===== src/logic/strap_pkg.sv =====
// Constants, register map, states and mode decode for the strap latch.
// Assumes a 100 MHz clk and a plain strobe register port.
// Overview of operation
// - On leaving reset, sample both shared mode straps into internal registers.
// - During initialization keep both shared strap pins as undriven inputs.
// - After firmware starts, drive fault indicator and supply sync on those pins.
// - Hold the captured mode until power-down or the next reset.
// - Do not latch topology straps; power stage uses their live levels.
// - Decode each two-bit strap pair into one of four modes 00..11.
// - Modes 2 and 3 insert high and low pass crossover filtering.
// - Fault output is active low, reporting only after firmware initialization.
package strap_pkg;

  localparam int unsigned ADDR_W = 4;
  localparam int unsigned DATA_W = 32;

  localparam logic [3:0] REG_CTRL   = 4'h0;
  localparam logic [3:0] REG_DIV    = 4'h4;
  localparam logic [3:0] REG_STATUS = 4'h8;

  localparam int unsigned CTRL_RUN   = 0;
  localparam int unsigned CTRL_FAULT = 1;
  localparam int unsigned CTRL_SYNC  = 2;
  localparam logic [2:0]  CTRL_RESET = 3'h0;

  localparam int unsigned DIV_W               = 16;
  localparam logic [15:0] DIV_RESET           = 16'h0031;

  localparam int unsigned ST_MODE_LSB  = 0;
  localparam int unsigned ST_TOPO_LSB  = 2;
  localparam int unsigned ST_MISMATCH  = 4;
  localparam int unsigned ST_CAPTURED  = 5;
  localparam int unsigned ST_RUNNING   = 6;
  localparam int unsigned ST_FAULT_REQ = 7;
  localparam int unsigned ST_XOVER     = 8;

  localparam int unsigned CLK_MHZ       = 100;
  localparam int unsigned SETTLE_NS     = 1000;
  localparam int unsigned SETTLE_CYCLES = (SETTLE_NS * CLK_MHZ + 999) / 1000;
  localparam int unsigned SETTLE_W      = 8;

  typedef enum logic [1:0] {
    MODE_FB2   = 2'b00,
    MODE_FB2_L = 2'b01,
    MODE_HB2_S = 2'b10,
    MODE_HB4   = 2'b11
  } mode_t;

  typedef enum logic [1:0] {
    PH_SETTLE  = 2'b00,
    PH_CAPTURE = 2'b01,
    PH_INIT    = 2'b10,
    PH_RUN     = 2'b11
  } phase_t;

  // Half-bridge mask of outputs A..D for a mode
  function automatic logic [3:0] halfbridge_mask(input logic [1:0] m);
    case (m)
      MODE_HB2_S: halfbridge_mask = 4'h3;
      MODE_HB4:   halfbridge_mask = 4'hF;
      default:    halfbridge_mask = 4'h0;
    endcase
  endfunction : halfbridge_mask

endpackage : strap_pkg


===== src/logic/mode_if.sv =====
// Carries the latched and live modes to the decoder and its results back.
// Assumes one clock domain; all members are plain levels.
`timescale 1ns/1ns
interface mode_if;
  logic [1:0] mode_latched;
  logic [1:0] topo_live;
  logic [3:0] stage_hb;
  logic       full_ab;
  logic       full_cd;
  logic       line_en;
  logic       sub_en;
  logic       xover_en;
  logic [2:0] audio_chans;

  modport src (output mode_latched, output topo_live,
               input stage_hb, input full_ab, input full_cd, input line_en,
               input sub_en, input xover_en, input audio_chans);
  modport dec (input mode_latched, input topo_live,
               output stage_hb, output full_ab, output full_cd, output line_en,
               output sub_en, output xover_en, output audio_chans);
endinterface : mode_if


===== src/logic/strap_sync.sv =====
// Two-flop synchronizer for strap pins of any width.
// Assumes asynchronous pins; only the second stage is read outside.
`timescale 1ns/1ns
module strap_sync #(
  parameter int unsigned WIDTH = 4
) (
  // Clock and reset
  input  wire logic             clk,
  input  wire logic             rst,
  // Pins and synchronized levels
  input  wire logic [WIDTH-1:0] pin,
  output logic      [WIDTH-1:0] level
);
  logic [WIDTH-1:0] meta_q;

  if (WIDTH < 1) begin : g_bad_width
    $error("strap_sync WIDTH must be at least 1");
  end

  always_ff @(posedge clk or posedge rst) begin
    if (rst) begin
      meta_q <= '0;
      level  <= '0;
    end else begin
      meta_q <= pin;
      level  <= meta_q;
    end
  end
endmodule : strap_sync


===== src/logic/mode_decoder.sv =====
// Turns the latched mode and live topology into path and stage controls.
// Assumes both modes are already stable synchronous levels.
`timescale 1ns/1ns
module mode_decoder (
  // Mode in, controls out
  mode_if.dec m
);
  // Power stage arrangement follows the live topology straps
  assign m.stage_hb = strap_pkg::halfbridge_mask(m.topo_live);
  assign m.full_ab  = (strap_pkg::halfbridge_mask(m.topo_live) == 4'h0);
  assign m.full_cd  = (m.topo_live != strap_pkg::MODE_HB4);

  // Audio paths follow the latched mode
  always_comb begin
    m.line_en     = 1'b0;
    m.sub_en      = 1'b0;
    m.xover_en    = 1'b0;
    m.audio_chans = 3'h2;
    case (m.mode_latched)
      strap_pkg::MODE_FB2: begin
        m.audio_chans = 3'h2;
      end
      strap_pkg::MODE_FB2_L: begin
        m.line_en     = 1'b1;
        m.sub_en      = 1'b1;
        m.audio_chans = 3'h5;
      end
      strap_pkg::MODE_HB2_S: begin
        m.line_en     = 1'b1;
        m.sub_en      = 1'b1;
        m.xover_en    = 1'b1;
        m.audio_chans = 3'h5;
      end
      strap_pkg::MODE_HB4: begin
        m.xover_en    = 1'b1;
        m.audio_chans = 3'h4;
      end
      default: begin
        m.audio_chans = 3'h2;
      end
    endcase
  end
endmodule : mode_decoder


===== src/logic/config_strap_latch.sv =====
// Strap capture at reset release and pin hand-over to fault and supply sync.
// Assumes board straps on the pins and firmware setting the run bit.
//
// The placing of the registers and the address-and-strobe port are this design's own decisions.
`timescale 1ns/1ns
module config_strap_latch #(
  parameter int unsigned SETTLE_CYCLES = strap_pkg::SETTLE_CYCLES
) (
  // Clock and reset
  input  wire logic        clk,
  input  wire logic        rst,
  // Register port
  input  wire logic [3:0]  reg_addr,
  input  wire logic [31:0] reg_wdata,
  input  wire logic        reg_wr,
  input  wire logic        reg_rd,
  output logic      [31:0] reg_rdata,
  // Topology straps, read live
  input  wire logic        stage_topology_strap_lo,
  input  wire logic        stage_topology_strap_hi,
  // Shared pin: mode strap low / fault indicator
  input  wire logic        fault_out_mode_strap_lo_in,
  output logic             fault_out_mode_strap_lo_out,
  output logic             fault_out_mode_strap_lo_oe_n,
  // Shared pin: mode strap high / supply sync
  input  wire logic        supply_sync_mode_strap_hi_in,
  output logic             supply_sync_out,
  output logic             supply_sync_mode_strap_hi_oe_n,
  // Protection request and decoded controls
  input  wire logic        fault_req,
  output logic [1:0]       mode,
  output logic [3:0]       stage_hb,
  output logic             full_ab,
  output logic             full_cd,
  output logic             line_en,
  output logic             sub_en,
  output logic             xover_en,
  output logic [2:0]       audio_chans,
  output logic             running
);
  if (SETTLE_CYCLES < 1 || SETTLE_CYCLES >= (1 << strap_pkg::SETTLE_W)) begin : g_bad_settle
    $error("SETTLE_CYCLES out of range");
  end

  logic [3:0] pins_s;
  logic [1:0] mode_q;
  logic [1:0] topo_q;
  logic       captured_q;
  logic [2:0] ctrl_q;
  logic [15:0] div_q;
  logic [15:0] div_cnt_q;
  logic       sync_q;
  logic [7:0] settle_q;
  logic       fault_out_n_q;
  logic       drive_q;
  strap_pkg::phase_t phase_q;
  strap_pkg::phase_t phase_d;

  // Pins pass two flops before use
  strap_sync #(.WIDTH(4)) u_sync (
    .clk   (clk),
    .rst   (rst),
    .pin   ({stage_topology_strap_hi, stage_topology_strap_lo,
             supply_sync_mode_strap_hi_in, fault_out_mode_strap_lo_in}),
    .level (pins_s)
  );

  // Phase sequencer: settle, capture once, init, run
  always_comb begin
    phase_d = phase_q;
    case (phase_q)
      strap_pkg::PH_SETTLE: begin
        if (settle_q == 8'(SETTLE_CYCLES - 1)) phase_d = strap_pkg::PH_CAPTURE;
      end
      strap_pkg::PH_CAPTURE: begin
        phase_d = strap_pkg::PH_INIT;
      end
      strap_pkg::PH_INIT: begin
        if (ctrl_q[strap_pkg::CTRL_RUN]) phase_d = strap_pkg::PH_RUN;
      end
      strap_pkg::PH_RUN: begin
        phase_d = strap_pkg::PH_RUN;
      end
      default: begin
        phase_d = strap_pkg::PH_SETTLE;
      end
    endcase
  end

  always_ff @(posedge clk or posedge rst) begin
    if (rst) begin
      phase_q <= strap_pkg::PH_SETTLE;
    end else begin
      phase_q <= phase_d;
    end
  end

  always_ff @(posedge clk or posedge rst) begin
    if (rst) begin
      settle_q <= 8'h00;
    end else if (phase_q == strap_pkg::PH_SETTLE) begin
      settle_q <= settle_q + 8'h01;
    end
  end

  // Mode capture: once per reset, held afterwards
  always_ff @(posedge clk or posedge rst) begin
    if (rst) begin
      mode_q     <= 2'h0;
      captured_q <= 1'b0;
    end else if (phase_q == strap_pkg::PH_CAPTURE) begin
      mode_q     <= pins_s[1:0];
      captured_q <= 1'b1;
    end
  end

  // Topology straps follow the pins every cycle
  always_ff @(posedge clk or posedge rst) begin
    if (rst) begin
      topo_q <= 2'h0;
    end else begin
      topo_q <= pins_s[3:2];
    end
  end

  // Control register; run bit is sticky until reset
  always_ff @(posedge clk or posedge rst) begin
    if (rst) begin
      ctrl_q <= strap_pkg::CTRL_RESET;
    end else if (reg_wr && reg_addr == strap_pkg::REG_CTRL) begin
      ctrl_q[strap_pkg::CTRL_RUN]   <= ctrl_q[strap_pkg::CTRL_RUN] | reg_wdata[strap_pkg::CTRL_RUN];
      ctrl_q[strap_pkg::CTRL_FAULT] <= reg_wdata[strap_pkg::CTRL_FAULT];
      ctrl_q[strap_pkg::CTRL_SYNC]  <= reg_wdata[strap_pkg::CTRL_SYNC];
    end
  end

  always_ff @(posedge clk or posedge rst) begin
    if (rst) begin
      div_q <= strap_pkg::DIV_RESET;
    end else if (reg_wr && reg_addr == strap_pkg::REG_DIV) begin
      div_q <= reg_wdata[strap_pkg::DIV_W-1:0];
    end
  end

  // Supply sync square wave: toggles every div_q+1 cycles
  always_ff @(posedge clk or posedge rst) begin
    if (rst) begin
      div_cnt_q <= 16'h0000;
      sync_q    <= 1'b0;
    end else if (!ctrl_q[strap_pkg::CTRL_SYNC] || phase_q != strap_pkg::PH_RUN) begin
      div_cnt_q <= 16'h0000;
      sync_q    <= 1'b0;
    end else if (div_cnt_q >= div_q) begin
      div_cnt_q <= 16'h0000;
      sync_q    <= ~sync_q;
    end else begin
      div_cnt_q <= div_cnt_q + 16'h0001;
    end
  end

  // Pin drivers: inputs until running, then outputs
  always_ff @(posedge clk or posedge rst) begin
    if (rst) begin
      drive_q       <= 1'b0;
      fault_out_n_q <= 1'b1;
    end else begin
      drive_q       <= (phase_q == strap_pkg::PH_RUN);
      fault_out_n_q <= ~((fault_req | ctrl_q[strap_pkg::CTRL_FAULT]) &&
                         phase_q == strap_pkg::PH_RUN);
    end
  end

  assign fault_out_mode_strap_lo_oe_n   = ~drive_q;
  assign supply_sync_mode_strap_hi_oe_n = ~drive_q;
  assign fault_out_mode_strap_lo_out    = fault_out_n_q;
  assign supply_sync_out                = sync_q;
  assign running                        = drive_q;

  // Decode of latched mode and live topology
  mode_if mi ();
  assign mi.mode_latched = mode_q;
  assign mi.topo_live    = topo_q;

  mode_decoder u_dec (
    .m (mi.dec)
  );

  assign mode        = mode_q;
  assign stage_hb    = mi.stage_hb;
  assign full_ab     = mi.full_ab;
  assign full_cd     = mi.full_cd;
  assign line_en     = mi.line_en;
  assign sub_en      = mi.sub_en;
  assign xover_en    = mi.xover_en;
  assign audio_chans = mi.audio_chans;

  // Register reads, data one cycle after the strobe
  always_ff @(posedge clk or posedge rst) begin
    if (rst) begin
      reg_rdata <= 32'h0000_0000;
    end else if (reg_rd) begin
      case (reg_addr)
        strap_pkg::REG_CTRL:   reg_rdata <= {29'h0, ctrl_q};
        strap_pkg::REG_DIV:    reg_rdata <= {16'h0, div_q};
        strap_pkg::REG_STATUS: begin
          reg_rdata <= 32'h0000_0000;
          reg_rdata[strap_pkg::ST_MODE_LSB +: 2] <= mode_q;
          reg_rdata[strap_pkg::ST_TOPO_LSB +: 2] <= topo_q;
          reg_rdata[strap_pkg::ST_MISMATCH]      <= captured_q && (mode_q != topo_q);
          reg_rdata[strap_pkg::ST_CAPTURED]      <= captured_q;
          reg_rdata[strap_pkg::ST_RUNNING]       <= drive_q;
          reg_rdata[strap_pkg::ST_FAULT_REQ]     <= fault_req;
          reg_rdata[strap_pkg::ST_XOVER]         <= mi.xover_en;
        end
        default: reg_rdata <= 32'h0000_0000;
      endcase
    end else begin
      reg_rdata <= 32'h0000_0000;
    end
  end
endmodule : config_strap_latch


===== config.mk =====
export PLATFORM = sky130hd
export DESIGN_NAME = config_strap_latch
export DESIGN_NICKNAME = d
export VERILOG_FILES = /design/src/logic/strap_pkg.sv /design/src/logic/mode_if.sv /design/src/logic/strap_sync.sv /design/src/logic/mode_decoder.sv /design/src/logic/config_strap_latch.sv
export SDC_FILE = /design/constraint.sdc
export NUM_CORES = 1
export LEC_CHECK = 0
export BUFFER_PORTS_ARGS = -buffer_cell sky130_fd_sc_hd__buf_2
export CORE_ASPECT_RATIO = 0.75
export CORE_MARGIN = 2
export CORE_UTILIZATION = 53
export DETAILED_ROUTE_END_ITERATION = 16
export PLACE_DENSITY = 0.89
export SLEW_MARGIN = 20
export SYNTH_ARGS = -nofsm -noshare
export SYNTH_HDL_FRONTEND = slang
export SYNTH_SLANG_ARGS = --single-unit
export TNS_END_PERCENT = 10

===== constraint.sdc =====
create_clock -name clk -period 2.4 [get_ports clk]
set_input_delay 0.24 -clock clk [delete_from_list [all_inputs] [get_ports clk]]
set_output_delay 0.24 -clock clk [all_outputs]
set_load 0.05 [all_outputs]

# Word level (Yosys, flattened, before mapping)
# Index checks and enable logic that the tools add are counted.
[totals] elab_cells=65 register_bits=93
[classes] add_sub_neg=2 n_lt_le_gt_ge=1 reduce_logical=14 bitwise=5 n_eq_ne=16 muxes=13
[ops] operator="$pmux 16 s3" n=1
[ops] operator="$mux 16" n=2
[ops] operator="$mux 32" n=1
[ops] operator="$add 16x1->16 const B" n=1
[ops] operator="$ge 16x16->1" n=1
[ops] operator="$eq 2x2->1 const B" n=6
[ops] operator="$pmux 3 s3" n=1
[ops] operator="$add 8x1->8 const B" n=1
[ops] operator="$eq 8x7->1 const B" n=1
[ops] operator="$logic_not 4->1" n=2
[ops] operator="$ne 2x2->1 const B" n=4
[ops] operator="$pmux 2 s4" n=1
[ops] operator="$pmux 4 s2" n=1
[ops] operator="$eq 2x1->1 const B" n=2
[ops] operator="$eq 4x3->1 const B" n=1
[ops] operator="$eq 4x4->1 const B" n=1
[ops] operator="$logic_and 1x1->1" n=4
[ops] operator="$logic_not 2->1" n=2
[ops] operator="$mux 1" n=4
[ops] operator="$mux 2" n=2
[ops] operator="$reduce_or 2->1" n=2
[ops] operator="$not 1->1" n=3
[ops] operator="$ne 2x2->1" n=1
[ops] operator="$or 1x1->1" n=2
[ops] operator="other kinds (4)" n=4

# Longest topological paths before layout
[logic_depth] depth_word=5 ltp_mapped=8 mapped_depth_nobuf=7

# Hierarchy
# Synthesis repeated with hierarchy kept, for this count alone.
[unflattened] cells_unflattened=324 area_unflattened_um2=3641.0
[by_module_without_submodules] mod="config_strap_latch" seq_area_each_um2=1731.7 area_each_um2=3321.9 instances=1 cells_each=299
[by_module_without_submodules] mod="strap_sync" seq_area_each_um2=200.2 area_each_um2=203.9 instances=1 cells_each=9
[by_module_without_submodules] mod="mode_decoder" seq_area_each_um2=0.0 area_each_um2=115.1 instances=1 cells_each=16

# Worst setup path after synthesis
# No wires, ideal clock.
[synth_path] path_type="register to register" start="reg div_q[5]" end="reg sync_q (netlist: supply_sync_out)" n_path_buf=0 setup_time_ns=0.125 path_stages_with_launch=8 path_slack_ns=0.381 arrival_ns=1.894 t_required_ns=2.275 path_cell_list="dfstp_2 inv_1 ha_1 a21oi_1 o21ai_0 a41oi_1 o41ai_4 mux2_4"
[synth_between] elab_chain_cells=2
[synth_rtl] item="from (decl)" line="config_strap_latch.sv:50" source="logic [15:0] div_q;"
[synth_rtl] item="from (signal assigned)" line="config_strap_latch.sv:139" source="div_q <= strap_pkg::DIV_RESET;"
[synth_rtl] item="from (signal assigned)" line="config_strap_latch.sv:141" source="div_q <= reg_wdata[strap_pkg::DIV_W-1:0];"
[synth_rtl] item="$ge 16x16->1" line="config_strap_latch.sv:153" source="end else if (div_cnt_q >= div_q) begin"
[synth_rtl] item="$reduce_bool 2->1 (no source line)"
[synth_rtl] item="to (signal assigned)" line="config_strap_latch.sv:155" source="sync_q <= ~sync_q;"
[synth_rtl] item="to (decl)" line="config_strap_latch.sv:52" source="logic sync_q;"
# Every way passes these cells.
# A chain may end at the register's enable or synchronous reset.

# Worst setup path after layout
[layout_path] start="reg div_q[5]" end="reg div_cnt_q[11]"
[layout_between] elab_chain_cells=3
[layout_rtl] item="$ge 16x16->1" line="config_strap_latch.sv:153"
[layout_rtl] item="$mux 16" line="config_strap_latch.sv:153"
[layout_rtl] item="$mux 16" line="config_strap_latch.sv:150" source="end else if (!ctrl_q[strap_pkg::CTRL_SYNC] || phase_q != strap_pkg::PH_RUN) begin"
[layout_rtl] item="to (signal assigned)" line="config_strap_latch.sv:157" source="div_cnt_q <= div_cnt_q + 16'h0001;"
[layout_rtl] item="to (decl)" line="config_strap_latch.sv:51" source="logic [15:0] div_cnt_q;"
# Every way passes these cells.

==> results.cfg <==
[run_status]
status = finished clean

[global_route]
grt_pass1_wl_mm = 11.3
grt_pass1_vias = 2348
grt_use_total_pct = 19.9
antenna_found_initial = 0
overflow = 0
grt_max_degree = 33

[sta]
min_period_ns = 2.07
hold_violations = 0
setup_viol = 0
rsz0062_at_grt = false
fin_crit_sh_pct = 86.2
fmax_mhz = 483
fin_ws_ns = 0.330
worstMarginPinSlew_ns = 0.564
fin_worst_skew_ns = 0.0137
maxSlewHeadroom_pct = 62.3
setup-tns-final_ns = 0
maxSlewViolCount = 0

[synthesis]
synth_top_family_by_area = simple AND/OR/NAND/NOR gates
yosys_warnings = 0
synth.cell_area_um2 = 3630
synth_cells = 323
synth-seq-cells = 77
ys_seq_area_share_pct = 53.3
synthSimpleGateAreaFrac_pct = 13.2
syn_area_per_cell_um2 = 11.2
synth_xor_area_share_pct = 5.55
synthMuxAreaShare_pct = 7.14
synth_compound_area_share_pct = 5.76
synthAdderAreaFrac_pct = 7.24
netlist-cell-type-count = 36

[power_and_ir_drop]
leakage_uw = 0.00210
p_sw_share_pct = 29.0
finalPower_uw = 2740
clkPwrFrac_pct = 32.1
switchingPower_uw = 796
combPwrFrac_pct = 14.6
power-per-cell-area_nw_per_um2 = 657
ir_drop_mv = 0.262
internal_power_uw = 1950
seq_power_share_pct = 53.3

[setup_path]
r2r_slack_ns = 0.33
end_kind = flip-flop
worstPathMaxFanout = 16
crit_path_top_delay_cell = dfstp_2
reg2regPathDepth = 8
worstReg2RegEnd = div_cnt_q[11]$_DFF_PP0_
cp.required_ns = 2.63
crit_path_start_kind = flip-flop
crit_type = reg -> reg
crit_start = div_q[5]$_DFFE_PP1P_
path_cells = inv_1 -> ha_1 -> a21oi_1 -> o21ai_0 -> a41oi_1 -> o41ai_4 -> buf_4 -> nor2_1
slowest_delay_ns = 0.55
cp.arrival_ns = 2.30
worstReg2RegStart = div_q[5]$_DFFE_PP1P_

[layout]
finish.utilization_pct = 62.0
antenna-diode-count = 0
fin_area_um2 = 4180
drive_gt1_share_pct = 28.4
seqCellArea_um2 = 1930
nNetsFinal = 459
multi_input_area_um2 = 1470
synthToLayoutAreaGrowth_pct = 15.2
fillers = 505

[place]
placed_cell_area_um2 = 3950
port_buffers = 63
place_hpwl_mm = 5.17
dp_worst_setup_slack_ns = 0.353
routabilityCongestion = 0.797

[min_path]
min_from = reg_wdata[0]
hold_class = in -> reg
min_to = ctrl_q[0]$_DFFE_PP0P_
worstHoldPathCells = 2

[floorplan]
start_util_pct = 53.9
die_h_um = 75.6
fp.coreArea_um2 = 6730
ios = 96
row_count = 26
die_area_um2 = 7530
fp.dieW_um = 99.5

[route]
vias_per_cell = 5.14
wl_per_cell_um = 14.5
first_pass_iters = 4
drc = 0
routed_wl_mm = 6.99
final_antenna_net_count = 0
drt_iter0_drc = 160
vias = 2476

[run]
maxCapViolations = 0

[cts]
htree_num_levels = 3
cts_setup_buffers = 0
tritoncts = built
path_clk_slew_ns = 0.08
cts_buffers = 9
clock_insertion_delay_worst_skew_ns = 0.36
clock_sinks = 77
cts_root_buffer = clkbuf_8
cts_max_path_buffers = 2
[worst max path at each step]
stage                                         end  slack [ns]  cells past startpoint
after floorplan            captured_q$_DFFE_PP0N_        0.20                      1
after global placement    div_cnt_q[10]$_DFF_PP0_        0.40                      8
after detailed placement  div_cnt_q[14]$_DFF_PP0_        0.35                      8
after CTS                  div_cnt_q[9]$_DFF_PP0_        0.34                      8
after global routing      div_cnt_q[11]$_DFF_PP0_        0.17                      8
final                     div_cnt_q[11]$_DFF_PP0_        0.33                      8
[stage by stage]
step                      cells  hold slack (ns)
after detailed placement    461            0.319
after floorplan             338            0.271
after global placement      461            0.299
after CTS                   482           0.0924
after global routing        482           0.0853
final                       482            0.107
[Yosys cell counts]
cell       number  area share, %
dfrtp_1        73             50
nor2_1         37            3.8
inv_1          25            2.6
buf_4          22            4.6
ha_1           21            7.2
mux2_2         19            5.9
nand2_1        17            1.8
xnor2_1        14            3.4
a21oi_1        11            1.5
xor2_1          9            2.2
and2_1          8            1.4
nand4_1         8            1.4
and3_1          7            1.2
o21ai_0         7           0.97
nand3_1         5           0.69
a22oi_1         4           0.83
dfstp_2         4            2.9
nor2b_1         4           0.69
and4_1          3           0.72
buf_2           3           0.41
mux2i_1         3           0.83
clkbuf_1        2           0.21
nor3_1          2           0.28
o21ai_1         2           0.28
or2_2           2           0.34
a2111oi_4       1           0.76
a211oi_1        1           0.21
a21o_1          1           0.21
a41oi_1         1           0.24
and2_2          1           0.21
conb_1          1           0.10
mux2_4          1           0.41
nand2_2         1           0.17
nand3_2         1           0.28
nor4b_1         1           0.24
o41ai_4         1           0.76
[critical path, delay by kind of cell, from the launching register on]
kind | cells | cell delay [ns]
buffers and inverters | 2 | 0.33
AOI/OAI and AO/OA | 4 | 0.71
and+or+nand+nor | 1 | 0.07
adders and majority gates | 1 | 0.29
DFF | 1 | 0.55
[cell type report]
class	count	area share, %
flip-flops and latches	77	46.2
clock inverters	5	0.839
well taps	84	2.52
multi-input cells	209	35.2
repair buffers	71	9.58
inverters	25	2.25
clock buffers	11	3.38
[power by group through the flow]
stage | Combinational (uW) | Clock (uW) | Sequential, uW
2_1_floorplan | 314 | 0 | 1480
3_3_place_gp | 371 | 0 | 1480
3_5_place_dp | 395 | 0 | 1490
4_1_cts | 402 | 898 | 1460
5_1_grt | 447 | 955 | 1470
6_report | 400 | 880 | 1460
[layer usage]
layer | share of wire [%] | GRT usage [%] | wire, um
met1 | 45 | 25.6 | 3170
met4 | 1.3 | 6.39 | 91
met5 | 0 | 0 | 0
met3 | 4.9 | 5.23 | 345
met2 | 48 | 33.8 | 3380
[cell families (layout without fill, tap and decap cells)]
logic type,Yosys count,count (layout)
xor gates and xnor gates,23,23
other,1,16
DFF,77,77
AOI/OAI and AO/OA,29,29
buffers and inverters,52,112
and+or+nand+nor,97,97
adders and majority gates,21,21
muxes,23,23
[registers in the layout, indices dropped and copies added, names as in the netlist]
register	count
phase_q	2
captured_q	1
div_q	16
ctrl_q	3
mode	2
reg_rdata	16
u_sync.level	4
running	1
settle_q	8
div_cnt_q	16
supply_sync_out	1
u_sync.meta_q	4
fault_out_mode_strap_lo_out	1
mi.topo_live	2
[placed cells by master (no fill, tap or decap), drive strengths merged, types with 4 or more instances in the layout]
cell | netlist | final
dfrtp | 73 | 73
buf | 25 | 66
nor2 | 37 | 37
inv | 25 | 26
ha | 21 | 21
mux2 | 20 | 20
nand2 | 18 | 18
conb | 1 | 16
xnor2 | 14 | 14
a21oi | 11 | 11
clkbuf | 2 | 11
xor2 | 9 | 9
and2 | 9 | 9
o21ai | 9 | 9
nand4 | 8 | 8
and3 | 7 | 7
nand3 | 6 | 6
dlygate4sd3 | 0 | 5
nor2b | 4 | 4
a22oi | 4 | 4
dfstp | 4 | 4
[repair_timing]
| action | 4_1_cts | 5_1_grt |
|---|---|---|
| gates resized for setup | 0 | 0 |
| endpoints found under the hold margin | 23 | 0 |
| hold buffers | 5 | 0 |
Power figures use the tool's default switching activity.
